### config.mk
export PLATFORM = sky130hd
export DESIGN_NAME = tpc_ctrl
export DESIGN_NICKNAME = d
export VERILOG_FILES = /design/src/hw/tpc_pkg.sv /design/src/hw/tpc_sync.sv /design/src/hw/tpc_ctrl.sv
export VERILOG_INCLUDE_DIRS = /design/src /design/src/hw
export SDC_FILE = /design/constraint.sdc
export NUM_CORES = 1
export LEC_CHECK = 0
export BUFFER_PORTS_ARGS = -buffer_cell sky130_fd_sc_hd__buf_2
export CORE_MARGIN = 2
export CORE_UTILIZATION = 48
export CTS_CLUSTER_DIAMETER = 200
export DETAILED_ROUTE_END_ITERATION = 10
export PLACE_DENSITY = 0.85
export SLEW_MARGIN = 20
export SYNTH_ARGS = -nofsm -noshare
export SYNTH_HDL_FRONTEND = slang
export SYNTH_SLANG_ARGS = --single-unit
### constraint.sdc
create_clock -name clock -period 2.2 [get_ports clock]
set_clock_uncertainty 0.2 [all_clocks]
set_input_delay 0.22 -clock clock [delete_from_list [all_inputs] [get_ports clock]]
set_output_delay 0.22 -clock clock [all_outputs]
set_load 0.1 [all_outputs]
### src/hw/tpc_map.svh
// register-free constants, field codes and timing counts for the channel control block
`ifndef TPC_MAP_SVH
`define TPC_MAP_SVH
`define TPC_PWR_P0        2'h0
`define TPC_PWR_P0S       2'h1
`define TPC_PWR_P1        2'h2
`define TPC_PWR_P2        2'h3
`define TPC_ST_OK         3'h0
`define TPC_ST_SKP_ADD    3'h1
`define TPC_ST_SKP_DEL    3'h2
`define TPC_ST_RX_DET     3'h3
`define TPC_ST_DEC_ERR    3'h4
`define TPC_ST_OVFL       3'h5
`define TPC_ST_UNFL       3'h6
`define TPC_ST_DISP_ERR   3'h7
`define TPC_SLIP_MAX      4'h9
`define TPC_MIN_RST_CYC   2
`define TPC_PRBS_ERR_CYC  3'h3
`define TPC_CLK_MHZ       200
`define TPC_FIXED_MHZ     125
`define TPC_DET_TIME_US   1
`define TPC_PLL_LOCK_US   10
`endif

### src/hw/tpc_pkg.sv
// types shared by the channel control block
package tpc_pkg;
  typedef enum logic [1:0] {TPC_LOCK_AUTO = 2'h0, TPC_LOCK_REF = 2'h1, TPC_LOCK_DATA = 2'h2}
    tpc_lock_t;
  typedef enum logic [3:0]
  {
    TPC_DET_IDLE = 4'h1,
    TPC_DET_RUN  = 4'h2,
    TPC_DET_DONE = 4'h4,
    TPC_DET_WAIT = 4'h8
  } tpc_det_t;
endpackage

### src/hw/tpc_sync.sv
// two-flop synchroniser for a bundle of asynchronous levels
`timescale 1ns/1ps
module tpc_sync #(
  parameter int W = 1
) (
  input  wire logic         clock,
  input  wire logic         reset,
  input  wire logic [W-1:0] async_in,
  output logic      [W-1:0] sync_out
);
  typedef struct packed
  {
    logic [W-1:0] meta;
    logic [W-1:0] sync;
  } tpc_sync_st_t;
  tpc_sync_st_t s_r;
  tpc_sync_st_t s_nxt;
  initial
  begin
    if (W < 1) $error("tpc_sync: width must be at least one");
  end
  always_comb
  begin
    s_nxt      = s_r;
    s_nxt.meta = async_in;
    s_nxt.sync = s_r.meta;
  end
  always_ff @(posedge clock)
  begin
    if (reset)
      s_r <= '0;
    else
      s_r <= s_nxt;
  end
  assign sync_out = s_r.sync;
endmodule // tpc_sync

### src/hw/tpc_ctrl.sv
// control and status logic around one serial transceiver channel
`timescale 1ns/1ps
`include "tpc_map.svh"
module tpc_ctrl
  import tpc_pkg::*;
#(
  parameter int PLL_LOCK_CYC = (`TPC_PLL_LOCK_US * `TPC_CLK_MHZ),
  parameter int DET_CYC      = (`TPC_DET_TIME_US * `TPC_CLK_MHZ)
) (
  input  wire logic       clock,
  input  wire logic       reset,
  input  wire logic       power_down,
  input  wire logic       pll_reset,
  input  wire logic       tx_digital_reset,
  input  wire logic       rx_digital_reset,
  input  wire logic       rx_analog_reset,
  input  wire logic       force_lock_data,
  input  wire logic       force_lock_ref,
  input  wire logic       cdr_freq_ok,
  input  wire logic [1:0] power_state,
  input  wire logic       force_elec_idle,
  input  wire logic       detect_loop,
  input  wire logic       far_receiver_present,
  input  wire logic       compliance_negdisp_force,
  input  wire logic       decoder_input_invert,
  input  wire logic [9:0] rx_word_in,
  input  wire logic       rx_word_valid,
  input  wire logic       rx_fifo_full,
  input  wire logic       rx_fifo_empty,
  input  wire logic       manual_align,
  input  wire logic       slip_request,
  input  wire logic       above_threshold,
  input  wire logic       sigdet_enable,
  input  wire logic       idle_infer_enable,
  input  wire logic       idle_inferred,
  input  wire logic       skip_added,
  input  wire logic       skip_removed,
  input  wire logic       decode_error,
  input  wire logic       buf_overflow,
  input  wire logic       buf_underflow,
  input  wire logic       disparity_error,
  input  wire logic       bist_mode,
  input  wire logic       prbs_mode,
  input  wire logic       pattern_cycle_done,
  input  wire logic       pattern_error,
  output logic [9:0]      decoder_word,
  output logic            encoder_negdisp,
  output logic            rx_fifo_error,
  output logic [3:0]      aligner_slip_count,
  output logic            lock_to_data_state,
  output logic            lock_to_reference_state,
  output logic            signal_detect,
  output logic            reverse_loopback,
  output logic            rx_valid,
  output logic            phy_done,
  output logic            elec_idle,
  output logic [2:0]      rx_status,
  output logic            pll_in_reset,
  output logic            pll_locked,
  output logic            tx_pcs_in_reset,
  output logic            rx_pcs_in_reset,
  output logic            rx_pma_in_reset,
  output logic            verifier_done,
  output logic            verifier_error
);
  localparam int NS = 12;
  typedef struct packed
  {
    tpc_det_t    det;
    logic [15:0] det_cnt;
    logic [15:0] pll_cnt;
    logic        pll_lock;
    logic [1:0]  pwr_prev;
    logic        done;
    logic [3:0]  slip;
    logic        slip_prev;
    logic [9:0]  word;
    logic        valid;
    logic [2:0]  status;
    logic        idle;
    logic        sigdet;
    logic        fifo_err;
    logic        loopback;
    logic        negdisp;
    logic        bdone;
    logic        berr;
    logic [2:0]  berr_cnt;
    logic        ltd;
    logic        done_hold;
  } tpc_state_t;
  tpc_state_t s_r;
  tpc_state_t s_nxt;
  logic [NS-1:0] raw;
  logic [NS-1:0] syn;
  logic          pd_s;
  logic          pllr_s;
  logic          rxd_s;
  logic          lkd_s;
  logic          lkr_s;
  logic [1:0]    pwr_s;
  logic          fei_s;
  logic          det_s;
  logic          cmp_s;
  logic          inv_s;
  logic          slip_s;
  tpc_lock_t     lock_mode;
  logic          in_data;
  logic          done_ev;
  initial
  begin
    if (`TPC_PRBS_ERR_CYC < 1) $error("tpc_ctrl: prbs error hold must be at least one cycle");
    if (PLL_LOCK_CYC < 1 || PLL_LOCK_CYC > 65535) $error("tpc_ctrl: bad pll lock count");
    if (DET_CYC < 1 || DET_CYC > 65535) $error("tpc_ctrl: bad detect count");
  end
  // decodes the two force inputs into a lock mode
  function automatic tpc_lock_t lock_decode(input logic fdata, input logic fref);
    if (fdata)
      return TPC_LOCK_DATA;
    else if (fref)
      return TPC_LOCK_REF;
    else
      return TPC_LOCK_AUTO;
  endfunction
  // saturating step of a 16-bit count
  function automatic logic [15:0] count_up(input logic [15:0] c, input int lim);
    if (int'(c) >= lim)
      return c;
    else
      return c + 16'h1;
  endfunction
  assign raw = {power_down, pll_reset, rx_digital_reset, force_lock_data, force_lock_ref,
                power_state, force_elec_idle, detect_loop, compliance_negdisp_force,
                decoder_input_invert, slip_request};
  tpc_sync #(
    .W (NS)
  ) u_sync (
    .clock    (clock),
    .reset    (reset),
    .async_in (raw),
    .sync_out (syn)
  );
  // bits of one bundle such as power_state land together only if they change together
  assign {pd_s, pllr_s, rxd_s, lkd_s, lkr_s,
          pwr_s, fei_s, det_s,
          cmp_s, inv_s, slip_s} = syn;
  assign lock_mode = lock_decode(lkd_s, lkr_s);
  always_comb
  begin
    unique case (lock_mode)
      TPC_LOCK_DATA: in_data = 1'b1;
      TPC_LOCK_REF:  in_data = 1'b0;
      TPC_LOCK_AUTO: in_data = cdr_freq_ok & s_r.pll_lock;
      default:       in_data = 1'b0;
    endcase
    if (pd_s || rx_analog_reset)
      in_data = 1'b0;
  end
  always_comb
  begin
    s_nxt      = s_r;
    s_nxt.done = 1'b0;
    s_nxt.pwr_prev = pwr_s;
    s_nxt.slip_prev = slip_s;
    // pll lock counter restarts on reset or power-down
    if (pllr_s || pd_s)
    begin
      s_nxt.pll_cnt  = '0;
      s_nxt.pll_lock = 1'b0;
    end
    else
    begin
      s_nxt.pll_cnt  = count_up(s_r.pll_cnt, PLL_LOCK_CYC);
      s_nxt.pll_lock = (int'(s_r.pll_cnt) >= PLL_LOCK_CYC - 1);
    end
    // power-state change completes in one cycle after it is seen
    if (pwr_s != s_r.pwr_prev)
      s_nxt.done = 1'b1;
    s_nxt.loopback = (pwr_s == `TPC_PWR_P0) && !fei_s && det_s;
    // registered so both lock-state outputs move on the same edge
    s_nxt.ltd      = in_data;
    unique case (s_r.det)
      TPC_DET_IDLE:
        if (det_s && fei_s && pwr_s == `TPC_PWR_P1)
        begin
          s_nxt.det     = TPC_DET_RUN;
          s_nxt.det_cnt = '0;
        end
      TPC_DET_RUN:
        if (int'(s_r.det_cnt) >= DET_CYC - 1)
          s_nxt.det = TPC_DET_DONE;
        else
          s_nxt.det_cnt = count_up(s_r.det_cnt, DET_CYC);
      TPC_DET_DONE:
      begin
        s_nxt.done = 1'b1;
        s_nxt.det  = TPC_DET_WAIT;
      end
      TPC_DET_WAIT:
        // controller must drop the request before another detection may start
        if (!det_s)
          s_nxt.det = TPC_DET_IDLE;
      default: s_nxt.det = TPC_DET_IDLE;
    endcase
    // completions on adjacent edges would merge into a wide pulse, so the later one waits;
    // a third in a row is folded into the second
    done_ev         = s_nxt.done || s_r.done_hold;
    s_nxt.done      = done_ev && !s_r.done;
    s_nxt.done_hold = done_ev && s_r.done;
    // manual aligner slip count wraps 9 -> 0
    if (rxd_s || !manual_align)
      s_nxt.slip = '0;
    else if (slip_s && !s_r.slip_prev)
      s_nxt.slip = (s_r.slip == `TPC_SLIP_MAX) ? 4'h0 : s_r.slip + 4'h1;
    s_nxt.word    = inv_s ? ~rx_word_in : rx_word_in;
    s_nxt.valid   = rx_word_valid && !rxd_s && !pd_s;
    s_nxt.negdisp = cmp_s;
    s_nxt.fifo_err = rx_fifo_full || rx_fifo_empty;
    s_nxt.sigdet  = above_threshold && sigdet_enable && !pd_s;
    s_nxt.idle    = idle_infer_enable ? idle_inferred : !s_nxt.sigdet;
    // status priority: detection result, then errors, then elastic buffer events
    if (s_r.det == TPC_DET_DONE && far_receiver_present)
      s_nxt.status = `TPC_ST_RX_DET;
    else if (disparity_error)
      s_nxt.status = `TPC_ST_DISP_ERR;
    else if (decode_error)
      s_nxt.status = `TPC_ST_DEC_ERR;
    else if (buf_overflow)
      s_nxt.status = `TPC_ST_OVFL;
    else if (buf_underflow)
      s_nxt.status = `TPC_ST_UNFL;
    else if (skip_added)
      s_nxt.status = `TPC_ST_SKP_ADD;
    else if (skip_removed)
      s_nxt.status = `TPC_ST_SKP_DEL;
    else
      s_nxt.status = `TPC_ST_OK;
    // verifier flags: receive reset or power-down clears both; in prbs mode a pattern cycle end also clears the error
    if (rxd_s || pd_s)
    begin
      s_nxt.bdone    = 1'b0;
      s_nxt.berr     = 1'b0;
      s_nxt.berr_cnt = '0;
    end
    else
    begin
      if (pattern_cycle_done || (bist_mode && pattern_error))
        s_nxt.bdone = 1'b1;
      if (bist_mode)
      begin
        if (pattern_error)
          s_nxt.berr = 1'b1;
      end
      else if (prbs_mode)
      begin
        if (pattern_error)
        begin
          s_nxt.berr     = 1'b1;
          s_nxt.berr_cnt = `TPC_PRBS_ERR_CYC - 3'h1;
        end
        else if (s_r.berr_cnt != 3'h0)
          s_nxt.berr_cnt = s_r.berr_cnt - 3'h1;
        else if (pattern_cycle_done)
          s_nxt.berr = 1'b0;
      end
    end
    if (pd_s)
    begin
      s_nxt.det    = TPC_DET_IDLE;
      s_nxt.done   = 1'b0;
      s_nxt.done_hold = 1'b0;
      s_nxt.slip   = '0;
      s_nxt.status = `TPC_ST_OK;
    end
  end
  always_ff @(posedge clock)
  begin
    if (reset)
    begin
      s_r          <= '0;
      s_r.det      <= TPC_DET_IDLE;
      s_r.idle     <= 1'b1;
    end
    else
      s_r <= s_nxt;
  end
  assign decoder_word            = s_r.word;
  assign encoder_negdisp         = s_r.negdisp;
  assign rx_fifo_error           = s_r.fifo_err;
  assign aligner_slip_count      = s_r.slip;
  assign lock_to_data_state      = s_r.ltd;
  assign lock_to_reference_state = ~s_r.ltd;
  assign signal_detect           = s_r.sigdet;
  assign reverse_loopback        = s_r.loopback;
  assign rx_valid                = s_r.valid;
  assign phy_done                = s_r.done;
  assign elec_idle               = s_r.idle;
  assign rx_status               = s_r.status;
  assign pll_in_reset            = pllr_s | pd_s;
  assign pll_locked              = s_r.pll_lock;
  // the minimum width of these resets is the controller's duty; tx and analog pass straight through, rx digital via the synchroniser
  assign tx_pcs_in_reset         = tx_digital_reset | pd_s;
  assign rx_pcs_in_reset         = rxd_s | pd_s;
  assign rx_pma_in_reset         = rx_analog_reset | pd_s;
  assign verifier_done           = s_r.bdone;
  assign verifier_error          = s_r.berr;
endmodule // tpc_ctrl

# After elaboration in Yosys (flattened, before gate mapping)
# Index checks and enable logic that the tools add are counted.
[word_totals]
elab_cells = 128
mem_bits_rw = 0
rom_bits = 0
ff_bits = 95
mem_count = 0
latchBits = 0
out_inout_bits = 33
[op_classes]
n_reduce_logical = 44
add_sub_neg = 4
n_mux = 29
order_cmp = 4
bitwise_logic = 8
div = 0
n_mul = 0
n_eq_ne = 15
shifts = 0
[op_table]
columns = ["cell", "n"]
rows = [
  ["$add 16x1->16 const B", 2],
  ["$ge 16x11->1 const B", 2],
  ["$ge 16x8->1 const B", 2],
  ["$mux 16", 2],
  ["$pmux 16 s2", 1],
  ["$mux 20", 1],
  ["$mux 4", 5],
  ["$pmux 4 s4", 1],
  ["$mux 3", 5],
  ["$logic_and 1x1->1", 13],
  ["$ne 2x2->1 const B", 6],
  ["$mux 10", 1],
  ["$not 10->10", 1],
  ["$eq 4x4->1 const B", 2],
  ["$mux 1", 8],
  ["$mux 2", 4],
  ["$reduce_and 4->1", 2],
  ["$reduce_bool 2->1", 4],
  ["$reduce_or 2->1", 4],
  ["$logic_not 1->1", 7],
  ["$logic_or 1x1->1", 7],
  ["$reduce_and 3->1", 2],
  ["$reduce_or 3->1", 2],
  ["$add 4x1->4 const B", 1],
  ["other kinds (13)", 19],
]

# Longest topological paths before layout
# Gate-level depths: netlist of run 1.
[logic_depth]
depth_word = 7
mapped_depth = 7
mapped_depth_nobuf = 7

# By module
# Synthesis of run 1 repeated with hierarchy kept, for this count alone.
[unflattened]
cells_unflattened = 382
area_unflattened_um2 = 3694.8
[modules_own_cells]
columns = ["mod", "seq_area_each_um2", "n_inst", "area_per_inst_um2", "cells_each"]
rows = [
  ["tpc_ctrl", 1421.4, 1, 3001.6, 332],
  ["tpc_sync", 480.5, 1, 693.2, 50],
]

# Least setup slack after synthesis of run 1
# OpenSTA, ideal clock, no wires.
[synth_timing]
path_type = "register -> register"
from = "register s_r[51] (netlist bit)"
to = "register s_r[54] (netlist bit)"
setup_time_ps = 71
path_buffers = 1
arrival_time_ps = 1948
path_slack_ps = -18
synth_period_minus_slack_ps = 2218
path_stages_with_launch = 7
path_cell_list = "dfxtp_1 > ha_1 > a2111oi_1 > o2111ai_1 > clkbuf_1 > or3_1 > a21oi_1"
[synth_via]
elab_chain_cells = 4
word_cells_on_any_way = 9
classes_between = "add/sub (1); order compare (2); eq/ne (2); mux (3); reduce/logical (1)"
[synth_lines]
columns = ["item", "line_no", "rtl"]
rows = [
  ["from (decl)", "tpc_ctrl.sv:91", "tpc_state_t s_r;"],
  ["from (signal assigned)", "tpc_ctrl.sv:284", "s_r <= s_nxt;"],
  ["$add 16x1->16", "tpc_ctrl.sv:129", "return c + 16'h1;"],
  ["$mux 16", "tpc_ctrl.sv:126", "if (int'(c) >= lim)"],
  ["$mux 16", "tpc_ctrl.sv:189", "if (int'(s_r.det_cnt) >= DET_CYC - 1)"],
  ["$pmux 16 s2", "tpc_ctrl.sv:181", "unique case (s_r.det)"],
]
# Parallel ways exist; a longest one is shown, timed or not. The select of a mux whose other input is x is not followed.
# A chain may end at the register's enable or synchronous reset.

# Final worst setup path of run 1
[layout_timing]
from = "register s_r[46] (netlist bit)"
to = "register s_r[43] (netlist bit)"
[layout_via]
elab_chain_cells = 1
[layout_lines]
columns = ["item", "line_no"]
rows = [
  ["$ge 16x11->1", "tpc_ctrl.sv:126"],
]
# Every way passes these cells.

==> results of run 1 <==
## power by group
| group | internal [uW] | switching [uW] |
|---|---|---|
| clock network | 478 | 601 |
| logic | 159 | 348 |
| registers | 1770 | 27.2 |
| total | 2410 | 976 |
## worst max-delay path by stage
stage | depth (start not counted) | start | to | slack, ps
2_1_floorplan | 5 | s_r[46] | s_r[41] | 50
3_3_place_gp | 4 | s_r[46] | s_r[43] | 30
3_5_place_dp | 4 | s_r[46] | s_r[43] | -30
4_1_cts | 4 | s_r[46] | s_r[43] | 9
5_1_grt | 4 | s_r[46] | s_r[42] | 7
6_report | 4 | s_r[46] | s_r[43] | 50
## placed cells by master, fill, tap and decap left out, types with 2 or more instances in the layout
cell type       n
nand2_1        13
and3_1         13
a41o_1          2
a31oi_1         3
nand2b_1        2
o21ai_0        10
xnor2_1        13
or2_2           7
nor3b_1         3
nor4b_2         2
nor3_1          4
o211ai_1        2
dlygate4sd3_1  41
or4_1           7
clkbuf_8       11
and2_1          7
mux2i_1         4
nand4b_1        2
inv_1          15
ha_1            6
xor2_1          3
o41ai_1         2
buf_2          78
dfxtp_1        95
o31ai_1         7
nand3_1        11
clkinvlp_4      3
nor2_1         38
nor2b_1        34
or3_1           5
a21oi_1        20
buf_4          16
nor4_1          4
## flip-flops by register name (all words and copies together) (netlist names), 3 cells and up
| signal | flops |
|---|---|
| aligner_slip_count | 4 |
| decoder_word | 10 |
| rx_status | 3 |
| s_r | 43 |
| u_sync.s_nxt | 12 |
| u_sync.sync_out | 12 |
## per-stage QoR
stage	setup TNS [ps]	setup slack [ps]	instances
3_5_place_dp	-35.0	-25.2	546
4_1_cts	0	8.69	603
3_3_place_gp	0	33.3	546
2_1_floorplan	0	46.6	383
5_1_grt	0	7.38	604
6_report	0	48.8	604
## worst max-delay path, stage by stage, from the launching register on
cell     delay (ps)
dfxtp_1         320
or4_4           530
or3_4           380
or4_1           500
a21oi_2         160
## timing repair
item / CTS / global route
resized for setup: 2 / 4
pin swaps: 0 / 3
endpoints found under the hold margin: 37 / 0
setup buffers: 0 / 1
hold buffers: 41 / 0
gates cloned: 0 / 0
endpoints found under the setup margin: 6 / 10
## cell type report
| class | count | area [um2] | area share (%) |
|---|---|---|---|
| well taps | 99 | 124 | 2.60 |
| multi-input cells | 244 | 1570 | 32.9 |
| clock buffers | 11 | 151 | 3.18 |
| repair buffers | 135 | 921 | 19.3 |
| flip-flops and latches | 95 | 1900 | 39.9 |
| inverters | 15 | 56.3 | 1.18 |
| clock inverters | 5 | 40.0 | 0.841 |
## metal layers
layer	vias to the layer above	part of all wire [%]	track usage, %
met4	0	2.0	8.33
met3	14	3.7	3.49
met5	-	0	0
met1	1385	45	21.1
met2	75	50	33.4
li1	1535	-	-
## cells by family (layout without fill, tap and decap cells)
kind of cell	count (synthesis)	after routing	synth area share, %
muxes	4	4	1.10
buffers and inverters	44	166	6.30
and+or+nand+nor	158	158	24.0
xor gates and xnor gates	16	16	3.83
AOI/OAI and AO/OA	60	60	10.7
DFF	95	95	52.0
adders and majority gates	6	6	2.05
==> impl_metrics.ini, run 1 <==
[outcome]
status = finished, final reports clean

[critical_path]
start_kind = flip-flop
reg2reg_slack_ps = 50
worstSetupPathType = reg2reg
worstPathArrival_ps = 2240
reg2reg_depth = 4
required_ps = 2290
setup.worst_path.end_class = flip-flop
path_max_fanout = 8
r2r-end = s_r[43]
reg2reg_from = s_r[46]

[hold_path]
hold_depth = 2
worstHoldStart = reset
whs_endpoint = s_r[26]
hp-class = in2reg

[power]
total_power_uw = 3390
pwr_density_cell_nw_per_um2 = 711
ir_worst_vdd_mv = 0.432
p_leak_uw = 0.00205

[synthesis]
synth_edf_count = 0
synth_cell_type_count = 49
yosysMostFrequentCell = dfxtp_1
synth_area_leaders = dfxtp_1, nor2b_1, nor2_1
yosysSeqAreaShare_pct = 52.0
async_flop_share_pct = 0
ys_ff_latch = 95
synth_top_area_cell = dfxtp_1
synth_area_um2 = 3660
synth_flop_cell = dfxtp_1
synth_cells = 383
avgSynthCellArea_um2 = 9.55
yosys.area.top_type_share_pct = 52.0
synth.top_cells.by_count = dfxtp_1, nor2_1, nor2b_1
syn-num-nets = 435
ys_warn_count = 0

[global_routing]
overflow = 0
grt_max_degree = 36
antenna_found_initial = 0
grt_pass1_vias = 3004
grt_use_total_pct = 18.5
grt_pass1_wl_um = 12700

[drt]
num_vias = 3009
drt-initial-drc-count = 136
drt-vias-per-instance = 4.98
drt_first_pass_iters = 4
antenna_left = 0
drc = 0
wire_per_inst_um = 12.2
routed_wl_um = 7390

[floorplan]
chipHeight_um = 91.3
coreArea_um2 = 7330
initial_core_util_pct = 49.9
rows = 31
die_w_um = 91.3
dieArea_um2 = 8330
io_pins = 79

[timing]
setup_viol = 0
slew_violations = 0
slew_headroom_pct = 63.4
tightest_slew_ps = 547
final.period_utilization_pct = 97.8
layout_min_cycle_time_ps = 2150
timing.fmax_mhz = 465
fin_hold_ws_ps = 21.9
rsz0062_at_grt = no
timing_hold_violations_final = 0

[cts]
clkTransAtPathRegs_ps = 100
clockBufferDepth = 2
cts-htree-levels = 3
cts_tree = yes
cts.sink_count = 95
cts_buffers = 9
clk_latency_ps = 350
clockRootBuffer = clkbuf_8

[placement]
io_buffers = 78
gp_congestion = 0.865
dpl.hpwl_um = 4830
placed_area_um2 = 4110

[job]
maxCapViolations = 0

[cells_and_area]
drive_above_1_share_pct = 25.0
diodes = 0
n_fill_cell = 577
nets = 552
layout.cell_area.non_filler_um2 = 4760
area_delta_synth_final_pct = 30.3
finish.utilization_pct = 65.0
No activity file was read; power rests on OpenSTA's default activity.
==> run 2, diff against run 1 <==
Settings changed: CORE_UTILIZATION 48 to 58, PLACE_DENSITY 0.85 to 0.94.
Clock period 2.2 ns to 2.5 ns, I/O delays scaled along.
==> impl_metrics.ini, run 2 (synthesized netlist as in run 1, its figures left out) <==
[power]
total_power_uw = 3350
pwr_density_cell_nw_per_um2 = 717
internal_power_uw = 2470
ir_worst_vdd_mv = 0.501
power_frac_comb_pct = 13.5
power_switching_uw = 886
p_leak_uw = 0.00202
power_frac_seq_pct = 47.4
swShare_pct = 26.4
clkPwrFrac_pct = 39.2

[cells_and_area]
area_delta_synth_final_pct = 27.9
final_cell_mix = dfxtp_1, buf_2, dlygate4sd3_1, nor2_1, nor2b_1
final_cells = 565
drive_above_1_share_pct = 22.4
finish.utilization_pct = 78.1
regMostFlops = s_r
largest_reg_flops = 43
final_common_cell = dfxtp_1
nets = 537
diodes = 0

[global_routing]
grt_pass1_wl_um = 14400
antenna_found_initial = 0
grt_max_degree = 34
overflow = 0
grt_pass1_vias = 3164
grt_use_total_pct = 25.4

[placement]
gp_congestion = 0.883
dp.cells = 510
io_buffers = 78
dpl.hpwl_um = 4920

[floorplan]
initial_core_util_pct = 61.0
dieArea_um2 = 6950
io_pins = 79
chipHeight_um = 83.4
rows = 28
coreArea_um2 = 5990
die_w_um = 83.4

[critical_path]
worstSetupPathType = reg2reg
path_max_fanout = 9
start_kind = flip-flop
critPathMaxStageDelay_ps = 550
worstPathArrival_ps = 2400
reg2reg_from = s_r[46]
required_ps = 2590
cp_num_buf_inv = 0
setup.worst_path.end_class = flip-flop
crit_family = simple AND/OR/NAND/NOR gates
path_cells = or4_4 > or3_1 > or4_1 > a21oi_1
cpMaxStageDelayCell = or4_4
crit_start = s_r[46]

[cts]
clockBufferDepth = 2
cts_tree = yes
clk_latency_ps = 360
cts-htree-levels = 3
cts.sink_count = 95
cts_buffers = 9
clockRootBuffer = clkbuf_8
clkTransAtPathRegs_ps = 90

[drt]
antenna_left = 0
drc = 0
drt_first_pass_iters = 5
wire_per_inst_um = 14.9
routed_wl_um = 8430
num_vias = 3041
drt-initial-drc-count = 111
drt-vias-per-instance = 5.38

[timing]
timing_hold_violations_final = 0
final.period_utilization_pct = 92.3
tightest_slew_ps = 758
slew_violations = 0
slew_headroom_pct = 49.1
timing.fmax_mhz = 433
setup_viol = 0
tns_ps = 0
layout_min_cycle_time_ps = 2310
fin_hold_ws_ps = 24.1
rsz0062_at_grt = no

[hold_path]
hp-class = in2reg
worstHoldStart = pattern_error

[outcome]
status = finished, final reports clean

[job]
maxCapViolations = 0
run 2: cell types whose count changed in the layout (fill, tap and decap cells not counted), sizes merged:
cell	change
clkbuf	-2
clkinvlp	-1
bufinv	+4
buf	-13
clkinv	-1
dlygate4sd3	-2
run 2: worst min-delay path: cells and delay by family:
kind / cells / cell delay [ps]
AOI/OAI and AO/OA: 1 / 90
buffers and inverters: 2 / 200
run 2: power by group through the flow:
stage | combinational, uW | clock (uW) | sequential, uW
floorplan | 269 | 0 | 1680
global placement | 384 | 0 | 1620
detailed placement | 393 | 0 | 1620
CTS | 442 | 1320 | 1590
global route | 476 | 1380 | 1590
finish | 451 | 1310 | 1590
run 2: what timing repair did:
action	in CTS	in global routing
buffers inserted	0	0
endpoints found under the setup margin	1	5
gates resized for setup	1	3
hold endpoints to repair	35	0
hold buffers	39	0
run 2: final cells by class:
class	count	area (um2)
Sequential cell	95	1900
Multi-Input combinational cell	244	1550
Fill cell	356	1310
Timing Repair Buffer	120	803
Clock inverter	7	144
Clock buffer	9	124
Tap cell	75	93.8
Inverter	15	56.3
run 2: final timing paths:
path / cells past startpoint / slack, ps / endpoint
setup reg to reg: 4 / 190 / s_r[42]
hold reg to reg: 1 / 250 / phy_done
hold / removal: 3 / 20 / s_r[3]
setup / recovery: 4 / 190 / s_r[42]
run 2: metrics by stage:
stage               area, um2  worst slack, ps
finish                   4680              191
global route             4680             44.7
CTS                      4650             47.1
detailed placement       3990             37.0
global placement         3990              182
floorplan                3660              282
run 2: routing by layer:
metal | global-route usage, % | part of all wire (%) | vias up
met3 | 4.17 | 4.4 | 20
met1 | 28.3 | 41 | 1417
met2 | 46.9 | 52 | 99
met4 | 12.1 | 2.5 | 0
li1 | - | - | 1505
met5 | 0 | 0 | -
